===== config.mk =====
export PLATFORM = sky130hd
export DESIGN_NAME = mvidl_exec
export DESIGN_NICKNAME = d
export VERILOG_FILES = /design/src/pkg/mvidl_pkg.sv /design/src/mvidl_decode.sv /design/src/mvidl_exec.sv
export VERILOG_INCLUDE_DIRS = /design/src /design/src/pkg
export SDC_FILE = /design/constraint.sdc
export NUM_CORES = 1
export LEC_CHECK = 0
export ABC_AREA = 1
export BUFFER_PORTS_ARGS = -buffer_cell sky130_fd_sc_hd__buf_2
export CELL_PAD_IN_SITES_DETAIL_PLACEMENT = 1
export CELL_PAD_IN_SITES_GLOBAL_PLACEMENT = 2
export CORE_MARGIN = 2
export CORE_UTILIZATION = 25
export CTS_BUF_LIST = sky130_fd_sc_hd__clkbuf_4 sky130_fd_sc_hd__clkbuf_8 sky130_fd_sc_hd__clkbuf_16
export DETAILED_ROUTE_END_ITERATION = 8
export GPL_TIMING_DRIVEN = 0
export PLACE_DENSITY = 0.83
export SLEW_MARGIN = 10
export SYNTH_ARGS = -nofsm -noshare
export SYNTH_HDL_FRONTEND = slang
export SYNTH_SLANG_ARGS = --single-unit

===== constraint.sdc =====
create_clock -name clk -period 1.3 [get_ports clk]
set_input_delay 0.13 -clock clk [delete_from_list [all_inputs] [get_ports clk]]
set_output_delay 0.13 -clock clk [all_outputs]
set_load 0.01 [all_outputs]

===== src/pkg/mvidl_defines.svh =====
// Encoding constants, field positions, reset values and timing counts for the move and idle decoder.
`ifndef MVIDL_DEFINES_SVH
`define MVIDL_DEFINES_SVH
`define MVIDL_OP_W 14
`define MVIDL_ADDR_W 7
`define MVIDL_DATA_W 8
`define MVIDL_DEST_BIT 7
`define MVIDL_MOVE_MASK 14'h3F00
`define MVIDL_MOVE_CODE 14'h0800
`define MVIDL_STORE_MASK 14'h3F80
`define MVIDL_STORE_CODE 14'h0080
`define MVIDL_IDLE_MASK 14'h3F9F
`define MVIDL_IDLE_CODE 14'h0000
`define MVIDL_PHASES 4
`define MVIDL_PHASE_RST 2'h0
`define MVIDL_PHASE_LAST 2'h3
`define MVIDL_W_RST 8'h00
`define MVIDL_Z_RST 1'b0
`define MVIDL_ADDR_RST 7'h00
`define MVIDL_WDATA_RST 8'h00
`endif


===== src/pkg/mvidl_pkg.sv =====
// Types shared by the move and idle decoder files.
package mvidl_pkg;
  typedef enum logic [1:0] {MVIDL_OP_IDLE, MVIDL_OP_MOVE, MVIDL_OP_STORE, MVIDL_OP_OTHER} mvidl_op_t;
endpackage : mvidl_pkg


===== src/mvidl_decode.sv =====
// Combinational opcode classifier for the move and idle decoder.
`timescale 1ns/1ns
`include "mvidl_defines.svh"
module mvidl_decode
(
  input wire logic [13:0] opcode, // Instruction word from program memory.
  output mvidl_pkg::mvidl_op_t op_kind // Decoded instruction class.
);
  import mvidl_pkg::*;

  // Classify by masked compare; the idle mask drops its two don't-care bits.
  always_comb
  begin
    if ((opcode & `MVIDL_MOVE_MASK) == `MVIDL_MOVE_CODE)
      op_kind = MVIDL_OP_MOVE;
    else if ((opcode & `MVIDL_STORE_MASK) == `MVIDL_STORE_CODE)
      op_kind = MVIDL_OP_STORE;
    else if ((opcode & `MVIDL_IDLE_MASK) == `MVIDL_IDLE_CODE)
      op_kind = MVIDL_OP_IDLE;
    else
      op_kind = MVIDL_OP_OTHER;
  end
endmodule : mvidl_decode


===== src/mvidl_exec.sv =====
// Execute unit for the file move, working store and idle instructions.
// Functional notes
// - File move reads f, routes by destination bit.
// - Destination one writes f, zero writes working.
// - File move sets zero flag from moved value.
// - Store copies working into f, flags untouched.
// - One instruction cycle equals four clock phases.
// - Extra skip or jump cycle runs as idle.
`timescale 1ns/1ns
`include "mvidl_defines.svh"
module mvidl_exec
(
  input wire logic clk, // Core clock, one oscillator period per edge.
  input wire logic sys_rst, // Synchronous active high reset.
  input wire logic [13:0] opcode, // Instruction word, held stable through the cycle.
  input wire logic flush, // High when this cycle is a skip or jump filler.
  input wire logic [7:0] file_rdata, // Read data of the addressed file register.
  output logic [6:0] file_addr, // File register address.
  output logic [7:0] file_wdata, // File register write data.
  output logic file_we, // One-phase file register write strobe.
  output logic [7:0] w_out, // Working register value.
  output logic z_flag, // Zero flag.
  output logic pc_inc, // One-phase program counter advance pulse.
  output logic cycle_start // High in the first phase of each instruction cycle but the first after reset.
);
  import mvidl_pkg::*;

  //////////////////////////////////////////////////////////////////////////////
  // Decode.

  mvidl_op_t op_kind; // Class of the current instruction.

  // The classifier is split out so a wider core can reuse it.
  mvidl_decode u_decode
  (
    .opcode(opcode),
    .op_kind(op_kind)
  );

  //////////////////////////////////////////////////////////////////////////////
  // Phase counter and registered state.

  logic [1:0] phase_reg; // Current oscillator phase within the cycle.
  logic [1:0] phase_next; // Next phase.
  logic [7:0] w_reg; // Working register.
  logic [7:0] w_next; // Next working register.
  logic z_reg; // Zero flag.
  logic z_next; // Next zero flag.
  logic [6:0] addr_reg; // Registered file address.
  logic [6:0] addr_next; // Next file address.
  logic [7:0] wdata_reg; // Registered write data.
  logic [7:0] wdata_next; // Next write data.
  logic we_reg; // Registered write strobe.
  logic we_next; // Next write strobe.
  logic pc_reg; // Registered counter advance.
  logic pc_next; // Next counter advance.
  logic start_reg; // Registered cycle start.
  logic start_next; // Next cycle start.
  logic dest_file; // Destination select bit of a file move.

  assign dest_file = opcode[`MVIDL_DEST_BIT];

  // Next-state logic. Reads settle in the early phases; all commits happen in
  // the last phase so every instruction spends exactly four edges.
  always_comb
  begin
    phase_next = phase_reg + 2'd1;
    w_next = w_reg;
    z_next = z_reg;
    addr_next = opcode[6:0];
    wdata_next = wdata_reg;
    we_next = 1'b0;
    pc_next = 1'b0;
    start_next = (phase_reg == `MVIDL_PHASE_LAST);
    if (phase_reg == `MVIDL_PHASE_LAST)
    begin
      // The counter advances on every cycle, idle and filler included.
      pc_next = 1'b1;
      if (flush)
      begin
        // A filler cycle commits nothing, whatever the fetched word is.
        we_next = 1'b0;
      end
      else
      begin
        // The class, and for a move the destination bit, picks what is committed in the last phase.
        case (op_kind)
          MVIDL_OP_MOVE:
          begin
            // The flag follows the moved value for either destination.
            z_next = (file_rdata == 8'h00);
            if (dest_file)
            begin
              wdata_next = file_rdata;
              we_next = 1'b1;
            end
            else
            begin
              w_next = file_rdata;
            end
          end
          MVIDL_OP_STORE:
          begin
            // The flag is left alone on purpose, so a store never disturbs a test result.
            wdata_next = w_reg;
            we_next = 1'b1;
          end
          MVIDL_OP_IDLE:
          begin
            we_next = 1'b0;
          end
          default:
          begin
            // Other instructions belong to other execute units.
            we_next = 1'b0;
          end
        endcase
      end
    end
  end

  // Register stage only.
  // Reset is synchronous, so a reset pulse that misses every edge is lost.
  always_ff @(posedge clk)
  begin
    if (sys_rst)
    begin
      phase_reg <= `MVIDL_PHASE_RST;
      w_reg <= `MVIDL_W_RST;
      z_reg <= `MVIDL_Z_RST;
      addr_reg <= `MVIDL_ADDR_RST;
      wdata_reg <= `MVIDL_WDATA_RST;
      we_reg <= 1'b0;
      pc_reg <= 1'b0;
      start_reg <= 1'b0;
    end
    else
    begin
      phase_reg <= phase_next;
      w_reg <= w_next;
      z_reg <= z_next;
      addr_reg <= addr_next;
      wdata_reg <= wdata_next;
      we_reg <= we_next;
      pc_reg <= pc_next;
      start_reg <= start_next;
    end
  end

  //////////////////////////////////////////////////////////////////////////////
  // Outputs come straight from the registers, so the register file and the
  // counter see no combinational path back from their own inputs.

  assign file_addr = addr_reg;
  assign file_wdata = wdata_reg;
  assign file_we = we_reg;
  assign w_out = w_reg;
  assign z_flag = z_reg;
  assign pc_inc = pc_reg;
  assign cycle_start = start_reg;

  //////////////////////////////////////////////////////////////////////////////
  // Assertions.

  // The flag after a move reflects the value that was read, whatever the destination.
  a_move_zero_flag: assert property (@(posedge clk) disable iff (sys_rst)
    (phase_reg == 2'h3 && !flush && op_kind == MVIDL_OP_MOVE) |=> (z_reg == ($past(file_rdata) == 8'h00)))
    else $error("zero flag not taken from moved value");

  // A move toward the working register loads it and leaves the register file alone.
  a_move_to_w: assert property (@(posedge clk) disable iff (sys_rst)
    (phase_reg == 2'h3 && !flush && op_kind == MVIDL_OP_MOVE && !dest_file)
    |=> (w_reg == $past(file_rdata) && !we_reg))
    else $error("file move to working register failed");

  // A move back onto the file register writes the value read and keeps the working register.
  a_move_to_file: assert property (@(posedge clk) disable iff (sys_rst)
    (phase_reg == 2'h3 && !flush && op_kind == MVIDL_OP_MOVE && dest_file)
    |=> (we_reg && wdata_reg == $past(file_rdata) && $stable(w_reg)))
    else $error("file move write back failed");

  // A store writes the working register and keeps the flag.
  a_store_flags: assert property (@(posedge clk) disable iff (sys_rst)
    (phase_reg == 2'h3 && !flush && op_kind == MVIDL_OP_STORE)
    |=> (we_reg && wdata_reg == $past(w_reg) && $stable(z_reg)))
    else $error("store changed flags or data wrong");

  // An idle word only advances the counter.
  a_idle_quiet: assert property (@(posedge clk) disable iff (sys_rst)
    (phase_reg == 2'h3 && op_kind == MVIDL_OP_IDLE) |=> (!we_reg && pc_reg && $stable(w_reg) && $stable(z_reg)))
    else $error("idle instruction changed state");

  // Advance pulses are exactly four edges apart.
  a_cycle_four: assert property (@(posedge clk) disable iff (sys_rst)
    pc_reg |=> !pc_reg[*3] ##1 pc_reg)
    else $error("instruction cycle not four phases");

  // A filler cycle behaves as an idle word whatever opcode it carries.
  a_flush_idle: assert property (@(posedge clk) disable iff (sys_rst)
    (phase_reg == 2'h3 && flush) |=> (!we_reg && $stable(w_reg) && $stable(z_reg) && pc_reg))
    else $error("filler cycle was not idle");

  // At most one write per instruction cycle.
  a_we_single: assert property (@(posedge clk) disable iff (sys_rst)
    we_reg |=> !we_reg ##1 !we_reg ##1 !we_reg)
    else $error("write strobe repeated within a cycle");

  // The register file sees the opcode's address field one edge late.
  a_addr_follow: assert property (@(posedge clk) disable iff (sys_rst)
    !sys_rst |=> (file_addr == $past(opcode[6:0])))
    else $error("file address does not follow opcode");

  // Only a committed move toward the working register may change it.
  a_w_source: assert property (@(posedge clk) disable iff (sys_rst)
    !$stable(w_reg) |-> ($past(phase_reg) == 2'h3 && $past(op_kind) == MVIDL_OP_MOVE
    && !$past(flush) && !$past(dest_file)))
    else $error("working register changed outside a move");

  // Only a committed move may change the flag; store, idle and filler keep it.
  a_z_source: assert property (@(posedge clk) disable iff (sys_rst)
    !$stable(z_reg) |-> ($past(phase_reg) == 2'h3 && $past(op_kind) == MVIDL_OP_MOVE && !$past(flush)))
    else $error("zero flag changed outside a move");

  // The advance pulse only follows the last phase and marks a new cycle.
  a_pc_phase: assert property (@(posedge clk) disable iff (sys_rst)
    pc_reg |-> ($past(phase_reg) == 2'h3 && cycle_start))
    else $error("counter advance outside the last phase");
endmodule : mvidl_exec


-- Word level (Yosys, flattened, before mapping)
Cells that the tools add are included.
- word-level logic and storage cells: 33
- output and inout bits: 27
- register bits: 29
- bits of input ports: 25
- reductions and logical operators: 7
- bitwise gates (word level): 3
- add/sub/neg operators: 1
- eq/ne operators: 6
- multiplexer cells: 8
- operators by type and width (operator ; count):
    8-bit case mux with 2 select lines ; 1
    14-bit logical NOT ; 1
    8-bit logical NOT ; 1
    8-bit 2-to-1 mux ; 1
    4-bit AND reduction ; 2
    7-bit by 1-bit == test with 1-bit output (second input constant) ; 1
    6-bit by 4-bit == test with 1-bit output (second input constant) ; 1
    2-bit 2-to-1 mux ; 3
    2-bit == test (second input constant) ; 2
    1-bit NOT ; 3
    3-bit AND reduction ; 1
    3-bit OR reduction ; 1
    2-bit by 1-bit adder with 2-bit output (second input constant) ; 1
    2-bit by 1-bit == test with 1-bit output (second input constant) ; 1
    1-bit 2-to-1 mux ; 2
    2-bit inequality test (second input constant) ; 1
    1-bit case mux with 2 select lines ; 1
    2-bit nonzero test ; 1

-- Depth between registers and ports, before layout
Gate-level depths: netlist (run 1).
- depth in word-level cells: 7
- depth in mapped cells: 8
- depth with buffers taken out: 8

-- By module
Synthesis (run 1) repeated with hierarchy kept, for this count alone.
- cells, all modules: 206
- area, all modules: 1450.1 um^2
- by module, submodules not included (module ; seq. area each (um^2) ; cells an instance ; instances ; area each (um^2)):
    mvidl_exec ; 560.5 ; 182 ; 1 ; 1342.5
    mvidl_decode ; 0.0 ; 24 ; 1 ; 107.6

-- Worst setup path before layout (run 1)
No wires, ideal clock.
- kind: flip-flop to flip-flop
- from: register phase_reg[0]
- to: register wdata_reg[0] (netlist: file_wdata[0])
- buffers on the path: 0
- library setup time: 0.111 ns
- slack: 0.105 ns
- data arrival time: 1.083 ns
- clock period less this slack: 1.195 ns
- cell stages (with the launch flop): 9
- data required time: 1.189 ns
- cell sequence: dfxtp_1 > ha_1 > inv_1 > nor2_1 > nand3_1 > nor2_4 > nand2_1 > nor2_1 > nor2_1
- cells in the longest elaborated chain, start to end: 2
- RTL lines (element ; line ; source):
    start, declared ; mvidl_exec.sv:43 ; logic [1:0] phase_reg;
    start signal, assigned ; mvidl_exec.sv:128 ; phase_reg <= `MVIDL_PHASE_RST;
    start signal, assigned ; mvidl_exec.sv:139 ; phase_reg <= phase_next;
    2-bit == test (no source line) ; -- ;
    4-bit AND reduction (no source line) ; -- ;
    end signal, assigned ; mvidl_exec.sv:132 ; wdata_reg <= `MVIDL_WDATA_RST;
    end signal, assigned ; mvidl_exec.sv:143 ; wdata_reg <= wdata_next;
    end, declared ; mvidl_exec.sv:51 ; logic [7:0] wdata_reg;
No other way between the ends.
A chain may end at the register's enable or synchronous reset.

-- Worst setup path in the final report (run 1)
- from: register phase_reg[1]
- to: register wdata_reg[1] (netlist: file_wdata[1])
Same word-level chain as after synthesis.

==> results of run 1 <==
cell families (layout without fill, tap and decap cells):
logic type	count (synthesis)	after routing	share of synthesized area
flops	28	28	0.412
fa+ha+maj	1	1	0.00920
buf+inv	50	111	0.152
compound gates	2	2	0.0110
simple gates	118	119	0.416
worst reg2reg max path: cells and delay by family, from the launching register on:
kind                     cells  cell delay, ps
AND/OR/NAND/NOR              6             650
flip-flops                   1             360
adder cells (fa/ha/maj)      1             130
buffers and inverters        1              40
through the flow:
step | cells | setup WS [ps] | setup TNS, ps
after CTS | 326 | -61.3 | -172
after floorplan | 199 | 105 | 0
final | 331 | 13.8 | 0
after global routing | 331 | -80.8 | -889
after global placement | 320 | -111 | -650
after detailed placement | 320 | -118 | -793
layout by cell type, fill, tap and decap left out, types with 3 or more instances in the layout:
cell                       synthesis  final
sky130_fd_sc_hd__nand4_1          10     10
sky130_fd_sc_hd__nor2_2            1      4
sky130_fd_sc_hd__buf_4             2      5
sky130_fd_sc_hd__nor2_1           47     43
sky130_fd_sc_hd__nand2_1          51     45
sky130_fd_sc_hd__inv_1            43     38
sky130_fd_sc_hd__buf_2             0     51
sky130_fd_sc_hd__dfxtp_1          28     26
sky130_fd_sc_hd__inv_2             1      6
sky130_fd_sc_hd__nor2_4            3      4
sky130_fd_sc_hd__nand2_2           0      6
sky130_fd_sc_hd__clkbuf_8          0      3
cells in the mapped netlist:
library cell and count:
sky130_fd_sc_hd__o21bai_1 1, sky130_fd_sc_hd__ha_1 1, sky130_fd_sc_hd__nor2_4 3, sky130_fd_sc_hd__buf_8 1, sky130_fd_sc_hd__nand4_4 1, sky130_fd_sc_hd__nand3_4 1, sky130_fd_sc_hd__inv_2 1, sky130_fd_sc_hd__nand4_1 10
sky130_fd_sc_hd__clkinv_1 1, sky130_fd_sc_hd__nor2_1 47, sky130_fd_sc_hd__o21a_1 1, sky130_fd_sc_hd__dfxtp_1 28, sky130_fd_sc_hd__nand2_1 51, sky130_fd_sc_hd__nor2_2 1, sky130_fd_sc_hd__clkbuf_1 2, sky130_fd_sc_hd__buf_4 2
sky130_fd_sc_hd__nand2_4 1, sky130_fd_sc_hd__nand3_1 1, sky130_fd_sc_hd__nor2_8 2, sky130_fd_sc_hd__inv_1 43
final timing paths:
check	startpoint	end	slack, ps	cells after the start
setup reg to reg	phase_reg[1]	file_wdata[1]	10	8
setup / recovery	phase_reg[1]	file_wdata[1]	10	8
hold / removal	sys_rst	file_addr[3]	20	2
hold reg to reg	file_wdata[6]	file_wdata[6]	520	4
metal layers:
metal,track usage,share of wire,vias to the layer above
met1,0.141,0.45,582
met3,0.0279,0.051,4
li1,-,-,701
met2,0.223,0.48,33
met4,0.0536,0.017,0
met5,0,0,-
cell type report:
type | count | share of cell area
Clock buffer | 3 | 0.0217
Timing Repair Buffer | 57 | 0.162
Tap cell | 70 | 0.0460
Sequential cell | 28 | 0.296
Buffer | 5 | 0.0237
Multi-Input combinational cell | 122 | 0.347
Clock inverter | 1 | 0.0158
Inverter | 45 | 0.0887
where the power goes:
part           switching, W  leakage (nW)  total (W)  internal [W]
Clock              0.000293        0.0357   0.000706      0.000413
Sequential       0.00000786         0.229   0.000885      0.000877
Combinational      0.000110         0.759   0.000185     0.0000742
timing repair:
| item | 4_1_cts | 5_1_grt |
|---|---|---|
| pin swaps | 10 | 23 |
| endpoints found under the setup margin | 16 | 18 |
| cloned | 0 | 1 |
| resized for setup | 9 | 17 |
| setup buffers | 2 | 4 |
| hold buffers | 0 | 0 |
==> impl_metrics.env, run 1 <==
export IMPL_run_status="finished, final reports clean"
export IMPL_cell_area_after_placement_um2=1700
export IMPL_total_via_count_after_detailed_routing=1320
export IMPL_core_area_um2=5170
export IMPL_cts_made_buffers=3
export IMPL_drt_pre_antenna_iters=4
export IMPL_hpwl_after_detailed_placement_um=2710
export IMPL_num_nets_final=288
export IMPL_dr_drc_count=0
export IMPL_via_count_of_the_first_global_routing_pass=1328
export IMPL_gr_usage_all_layers=0.125
export IMPL_ys_seq_area_frac=0.412
export IMPL_final_core_util=0.368
export IMPL_timing_critical_path_slowest_cell_delay_ps=360
export IMPL_max_clock_path_buffers=2
export IMPL_clock_latency_ps=280
export IMPL_post_synth_instance_area_um2=1360
export IMPL_post_layout_total_power_w=0.00178
export IMPL_critPathRequiredTime_ps=1490
export IMPL_worst_pin_slew_ps=465
export IMPL_buffer_type_at_the_clock_tree_root="sky130_fd_sc_hd__clkbuf_8"
export IMPL_slew_headroom=0.690
export IMPL_cp_buffers_inverters=1
export IMPL_final_hold_worst_slack_ps=23.7
export IMPL_max_slew_violation_total_from_the_final_report=0
export IMPL_fillCellCount=691
export IMPL_yosysUniqueCellTypes=20
export IMPL_ratio_of_cells_with_drive_above_1_in_the_final_layout=0.360
export IMPL_rsz0062_at_grt="yes"
export IMPL_clock_skew_ps=2.37
export IMPL_crit_fanout=8
export IMPL_route_final_wire_length_um=3630
export IMPL_p_leak_nw=1.02
export IMPL_timing_fmax_mhz=778
export IMPL_startpoint_type="flop"
export IMPL_h_tree_depth=1
export IMPL_finalSetupViolations=0
export IMPL_diode_insertion_count_for_antenna_repair=0
export IMPL_ant_nets=0
export IMPL_critPathTopFamily="simple AND/OR/NAND/NOR gates"
export IMPL_timing_hold_worst_class="input port to flop"
export IMPL_cts_tree="done"
export IMPL_synthDominantCellAreaShare=0.412
export IMPL_dieWidth_um=77.8
export IMPL_die_h_um=77.8
export IMPL_routedWlPerCell_um=11.0
export IMPL_worst_setup_path_type="flop to flop"
export IMPL_initial_antenna_violation_count=0
export IMPL_ys_seq_elements=28
export IMPL_final_clock_period_utilization_by_the_worst_path=0.989
export IMPL_design_die_area_um2=6050
export IMPL_buffer_ports_inserted=51
export IMPL_initial_core_util=0.263
export IMPL_cp_slowest_cell="sky130_fd_sc_hd__dfxtp_2"
export IMPL_postLayoutCellArea_um2=1900
export IMPL_avgViaCountPerCell=3.99
export IMPL_hold_viol_final=0
export IMPL_maxCapViolations=0
export IMPL_final_seq_area_um2=563
export IMPL_synth_yosys_warnings=0
export IMPL_multiInputGateArea_um2=661
export IMPL_largest_net_degree_at_the_start_of_global_routing=17
export IMPL_cp_data_arrival_time_ps=1470
export IMPL_row_count=26
export IMPL_postSynthCellCount=199
export IMPL_final_period_minus_worst_setup_slack_ps=1290
export IMPL_area_growth_syn_to_layout_pct=40.0
export IMPL_synthDominantAreaCellType="sky130_fd_sc_hd__dfxtp_1"
export IMPL_synth_net_count=225
export IMPL_synthesis_area_per_instance_um2=6.83
export IMPL_ranking_of_synthesized_cells_by_area="sky130_fd_sc_hd__dfxtp_1 (41%), sky130_fd_sc_hd__nand2_1 (14%), sky130_fd_sc_hd__nor2_1 (13%), sky130_fd_sc_hd__inv_1 (12%), sky130_fd_sc_hd__nand4_1 (4.6%)"
export IMPL_irDropWorstVdd_mv=0.424
export IMPL_detail_route_iter0_violations=9
export IMPL_powerDensity_nw_per_um2=932
export IMPL_place_congestion=0.727
export IMPL_grt_pass1_wl_um=6010
export IMPL_clkSinkCount=28
export IMPL_globalRoute_totalOverflow=0
export IMPL_clk_slew_on_worst_s_h_paths_ps=100
export IMPL_worstPathCellList="ha_4, inv_2, nor2_4, nand3_4, nor2_4, nand2_1, nor2_1, nor2_1"
export IMPL_num_io_pins=52
export IMPL_end_kind="flop"
Note: power is estimated with default switching activity, not from simulation.
==> inputs of run 2 (changes only) <==
--- a/config.mk
+++ b/config.mk
@@ -6,7 +6,6 @@
 export SDC_FILE = /design/constraint.sdc
 export NUM_CORES = 1
 export LEC_CHECK = 0
-export ABC_AREA = 1
 export BUFFER_PORTS_ARGS = -buffer_cell sky130_fd_sc_hd__buf_2
 export CELL_PAD_IN_SITES_DETAIL_PLACEMENT = 1
 export CELL_PAD_IN_SITES_GLOBAL_PLACEMENT = 2
@@ -15,7 +14,7 @@
 export CTS_BUF_LIST = sky130_fd_sc_hd__clkbuf_4 sky130_fd_sc_hd__clkbuf_8 sky130_fd_sc_hd__clkbuf_16
 export DETAILED_ROUTE_END_ITERATION = 8
 export GPL_TIMING_DRIVEN = 0
-export PLACE_DENSITY = 0.83
+export PLACE_DENSITY = 0.8
 export SLEW_MARGIN = 10
 export SYNTH_ARGS = -nofsm -noshare
 export SYNTH_HDL_FRONTEND = slang
==> run 2 against run 1 <==
  * The flow now finishes with violations (setup timing)
  * Clock power fell by 24%
  * Cell area fell by 20%
  * Clock skew fell by 0.52 ps
  * Non-clock buffer count fell by 2
  * First-iteration DRC count rose to 2.8 times the previous value
  * Hold slack improved by 42 ps
  * Global-route usage rose by 0.54 points
==> impl_metrics.env, run 2 <==
export IMPL_critPathRequiredTime_ps=1500
export IMPL_die_h_um=69.5
export IMPL_gr_usage_all_layers=0.130
export IMPL_h_tree_depth=1
export IMPL_worst_setup_path_type="flop to flop"
export IMPL_place_worst_setup_slack_ps=-296
export IMPL_hold_viol_final=0
export IMPL_ratio_of_cells_with_drive_above_1_in_the_final_layout=0.433
export IMPL_synthTopCellsByCount="sky130_fd_sc_hd__dfxtp_1 (28), sky130_fd_sc_hd__nor2_1 (14), sky130_fd_sc_hd__nand2_1 (12), sky130_fd_sc_hd__mux2i_1 (11), sky130_fd_sc_hd__nor2b_1 (10)"
export IMPL_multiInputGateArea_um2=508
export IMPL_globalRoute_totalOverflow=0
export IMPL_cts_hold_buffers_added=0
export IMPL_hpwl_after_detailed_placement_um=2330
export IMPL_initial_core_util=0.264
export IMPL_layout_commonest_cell="sky130_fd_sc_hd__buf_2"
export IMPL_timing_critical_path_slowest_cell_delay_ps=360
export IMPL_fillCellCount=481
export IMPL_ys_seq_area_frac=0.523
export IMPL_yosysMostFrequentCell="sky130_fd_sc_hd__dfxtp_1"
export IMPL_ys_seq_elements=28
export IMPL_maxCapViolations=0
export IMPL_avgViaCountPerCell=4.58
export IMPL_powerDensity_nw_per_um2=1020
export IMPL_timing_fmax_mhz=685
export IMPL_run_status="complete, but fails checks"
export IMPL_buffer_type_at_the_clock_tree_root="sky130_fd_sc_hd__clkbuf_8"
export IMPL_irDropWorstVdd_mv=0.368
export IMPL_setup_ws_ps=-160
export IMPL_drt_pre_antenna_iters=4
export IMPL_violated_checks="setup timing"
export IMPL_max_clock_path_buffers=2
export IMPL_worstPathCellList="ha_4, nor3b_4, buf_4, and3_4, buf_8, o21bai_1, a31oi_1"
export IMPL_crit_fanout=5
export IMPL_synth_edf_count=0
export IMPL_area_growth_syn_to_layout_pct=42.8
export IMPL_detail_route_iter0_violations=25
export IMPL_via_count_of_the_first_global_routing_pass=1047
export IMPL_clkSinkCount=28
export IMPL_total_via_count_after_detailed_routing=981
export IMPL_clk_slew_on_worst_s_h_paths_ps=90
export IMPL_synth_yosys_warnings=0
export IMPL_postSynthCellCount=107
export IMPL_synth_net_count=133
export IMPL_postLayoutCellArea_um2=1530
export IMPL_row_count=23
export IMPL_cp_data_arrival_time_ps=1660
export IMPL_core_area_um2=4060
export IMPL_timing_hold_worst_class="input port to flop"
export IMPL_final_seq_area_um2=563
export IMPL_rsz0062_at_grt="yes"
export IMPL_max_slew_violation_total_from_the_final_report=0
export IMPL_synthDominantAreaCellType="sky130_fd_sc_hd__dfxtp_1"
export IMPL_startpoint_type="flop"
export IMPL_num_nets_final=191
export IMPL_buffer_ports_inserted=50
export IMPL_num_io_pins=52
export IMPL_cts_tree="done"
export IMPL_layout_cells_most_common_list="sky130_fd_sc_hd__buf_2 (51), sky130_fd_sc_hd__dfxtp_1 (26), sky130_fd_sc_hd__nor2_1 (14)"
export IMPL_synth_ff_type="sky130_fd_sc_hd__dfxtp_1"
export IMPL_end_kind="flop"
export IMPL_synth_async_sr_flop_share=0
export IMPL_largest_net_degree_at_the_start_of_global_routing=16
export IMPL_post_synth_instance_area_um2=1070
export IMPL_cts_made_buffers=3
export IMPL_slew_headroom=0.683
export IMPL_cell_area_after_placement_um2=1410
export IMPL_cp_slowest_cell="sky130_fd_sc_hd__dfxtp_2"
export IMPL_clock_latency_ps=270
export IMPL_synthesis_area_per_instance_um2=10.0
export IMPL_place_congestion=0.788
export IMPL_final_clock_period_utilization_by_the_worst_path=1.12
export IMPL_diode_insertion_count_for_antenna_repair=0
export IMPL_route_final_wire_length_um=3090
export IMPL_post_layout_total_power_w=0.00155
export IMPL_synthDominantCellAreaShare=0.523
export IMPL_finalSetupViolations=17
export IMPL_final_period_minus_worst_setup_slack_ps=1460
export IMPL_worst_pin_slew_ps=475
export IMPL_design_die_area_um2=4820
export IMPL_clock_skew_ps=1.85
export IMPL_initial_antenna_violation_count=0
export IMPL_routedWlPerCell_um=14.4
export IMPL_yosysUniqueCellTypes=19
export IMPL_ranking_of_synthesized_cells_by_area="sky130_fd_sc_hd__dfxtp_1 (52%), sky130_fd_sc_hd__mux2i_1 (10%), sky130_fd_sc_hd__nor2b_1 (5.8%), sky130_fd_sc_hd__nor2_1 (4.9%), sky130_fd_sc_hd__nand2_1 (4.2%)"
export IMPL_ant_nets=0
export IMPL_grt_pass1_wl_um=5040
export IMPL_dr_drc_count=0
export IMPL_dieWidth_um=69.5
export IMPL_p_leak_nw=0.742
run 2: cell count changes after synthesis, sizes merged, moves of 6 or more:
cell / previous run / this run
nand4: 11 / 0
mux2i: 0 / 11
nand2: 52 / 12
nor2b: 0 / 10
nor2: 53 / 14
inv: 44 / 0
a31oi: 0 / 6
run 2: power breakdown:
part	switching [W]	internal, W	leakage (nW)
Combinational	0.0000661	0.0000633	0.485
Clock	0.000268	0.000271	0.0288
Sequential	0.00000786	0.000877	0.229
Total	0.000342	0.00121	0.742
run 2: final timing paths:
kind                start       endpoint  slack [ps]  cells past startpoint
max reg2reg  phase_reg[0]  file_wdata[7]        -160                      7
max          phase_reg[0]  file_wdata[7]        -160                      7
min             opcode[3]   file_addr[3]          70                      2
min reg2reg      w_out[4]  file_wdata[4]         500                      2
run 2: routing by layer:
layer / share of wire / vias up / wire [µm] / global-route usage
met5: 0 / - / 0 / 0
met3: 0.051 / 2 / 156 / 0.0349
met1: 0.41 / 469 / 1270 / 0.158
met2: 0.53 / 29 / 1640 / 0.224
met4: 0.0055 / 0 / 17 / 0.0392
li1: - / 481 / - / -
run 2: layout make-up:
cell class,count,share of cell area
multi-input combinational,72,0.332
sequential,28,0.368
tap,50,0.0409
timing repair buffer,53,0.190
clock buffer,4,0.0360
buffer,7,0.0327
run 2: worst max-delay path, delay by kind of cell (launching register included):
kind	cells	cell delay [ps]
AO/OA/AOI/OAI	2	220
AND/OR/NAND/NOR	2	400
flip-flops	1	360
buffers and inverters	2	280
adder cells (fa/ha/maj)	1	130
run 2: repair_timing:
item,4_1_cts,5_1_grt
resized for setup,2,3
setup buffers,0,2
pin swaps,0,1
endpoints found under the setup margin,17,17
gates cloned,0,2
run 2: cell families (layout without fill, tap and decap cells):
logic type / count (synthesis) / in the layout / synth area share
compound gates: 14 / 14 / 0.0911
fa+ha+maj: 1 / 1 / 0.0117
buf+inv: 8 / 64 / 0.0502
flops: 28 / 28 / 0.523
mux: 11 / 11 / 0.103
simple gates: 45 / 46 / 0.221
run 2: metrics by stage:
stage | hold WS [ps] | util | setup TNS [ps] | instances
3_5_place_dp | 350 | 0.348 | -2200 | 207
5_1_grt | 73.8 | 0.377 | -2930 | 214
3_3_place_gp | 337 | 0.348 | -1340 | 207
6_report | 65.8 | 0.377 | -1530 | 214
2_1_floorplan | 258 | - | -88.5 | 107
4_1_cts | 65.6 | 0.364 | -1930 | 211
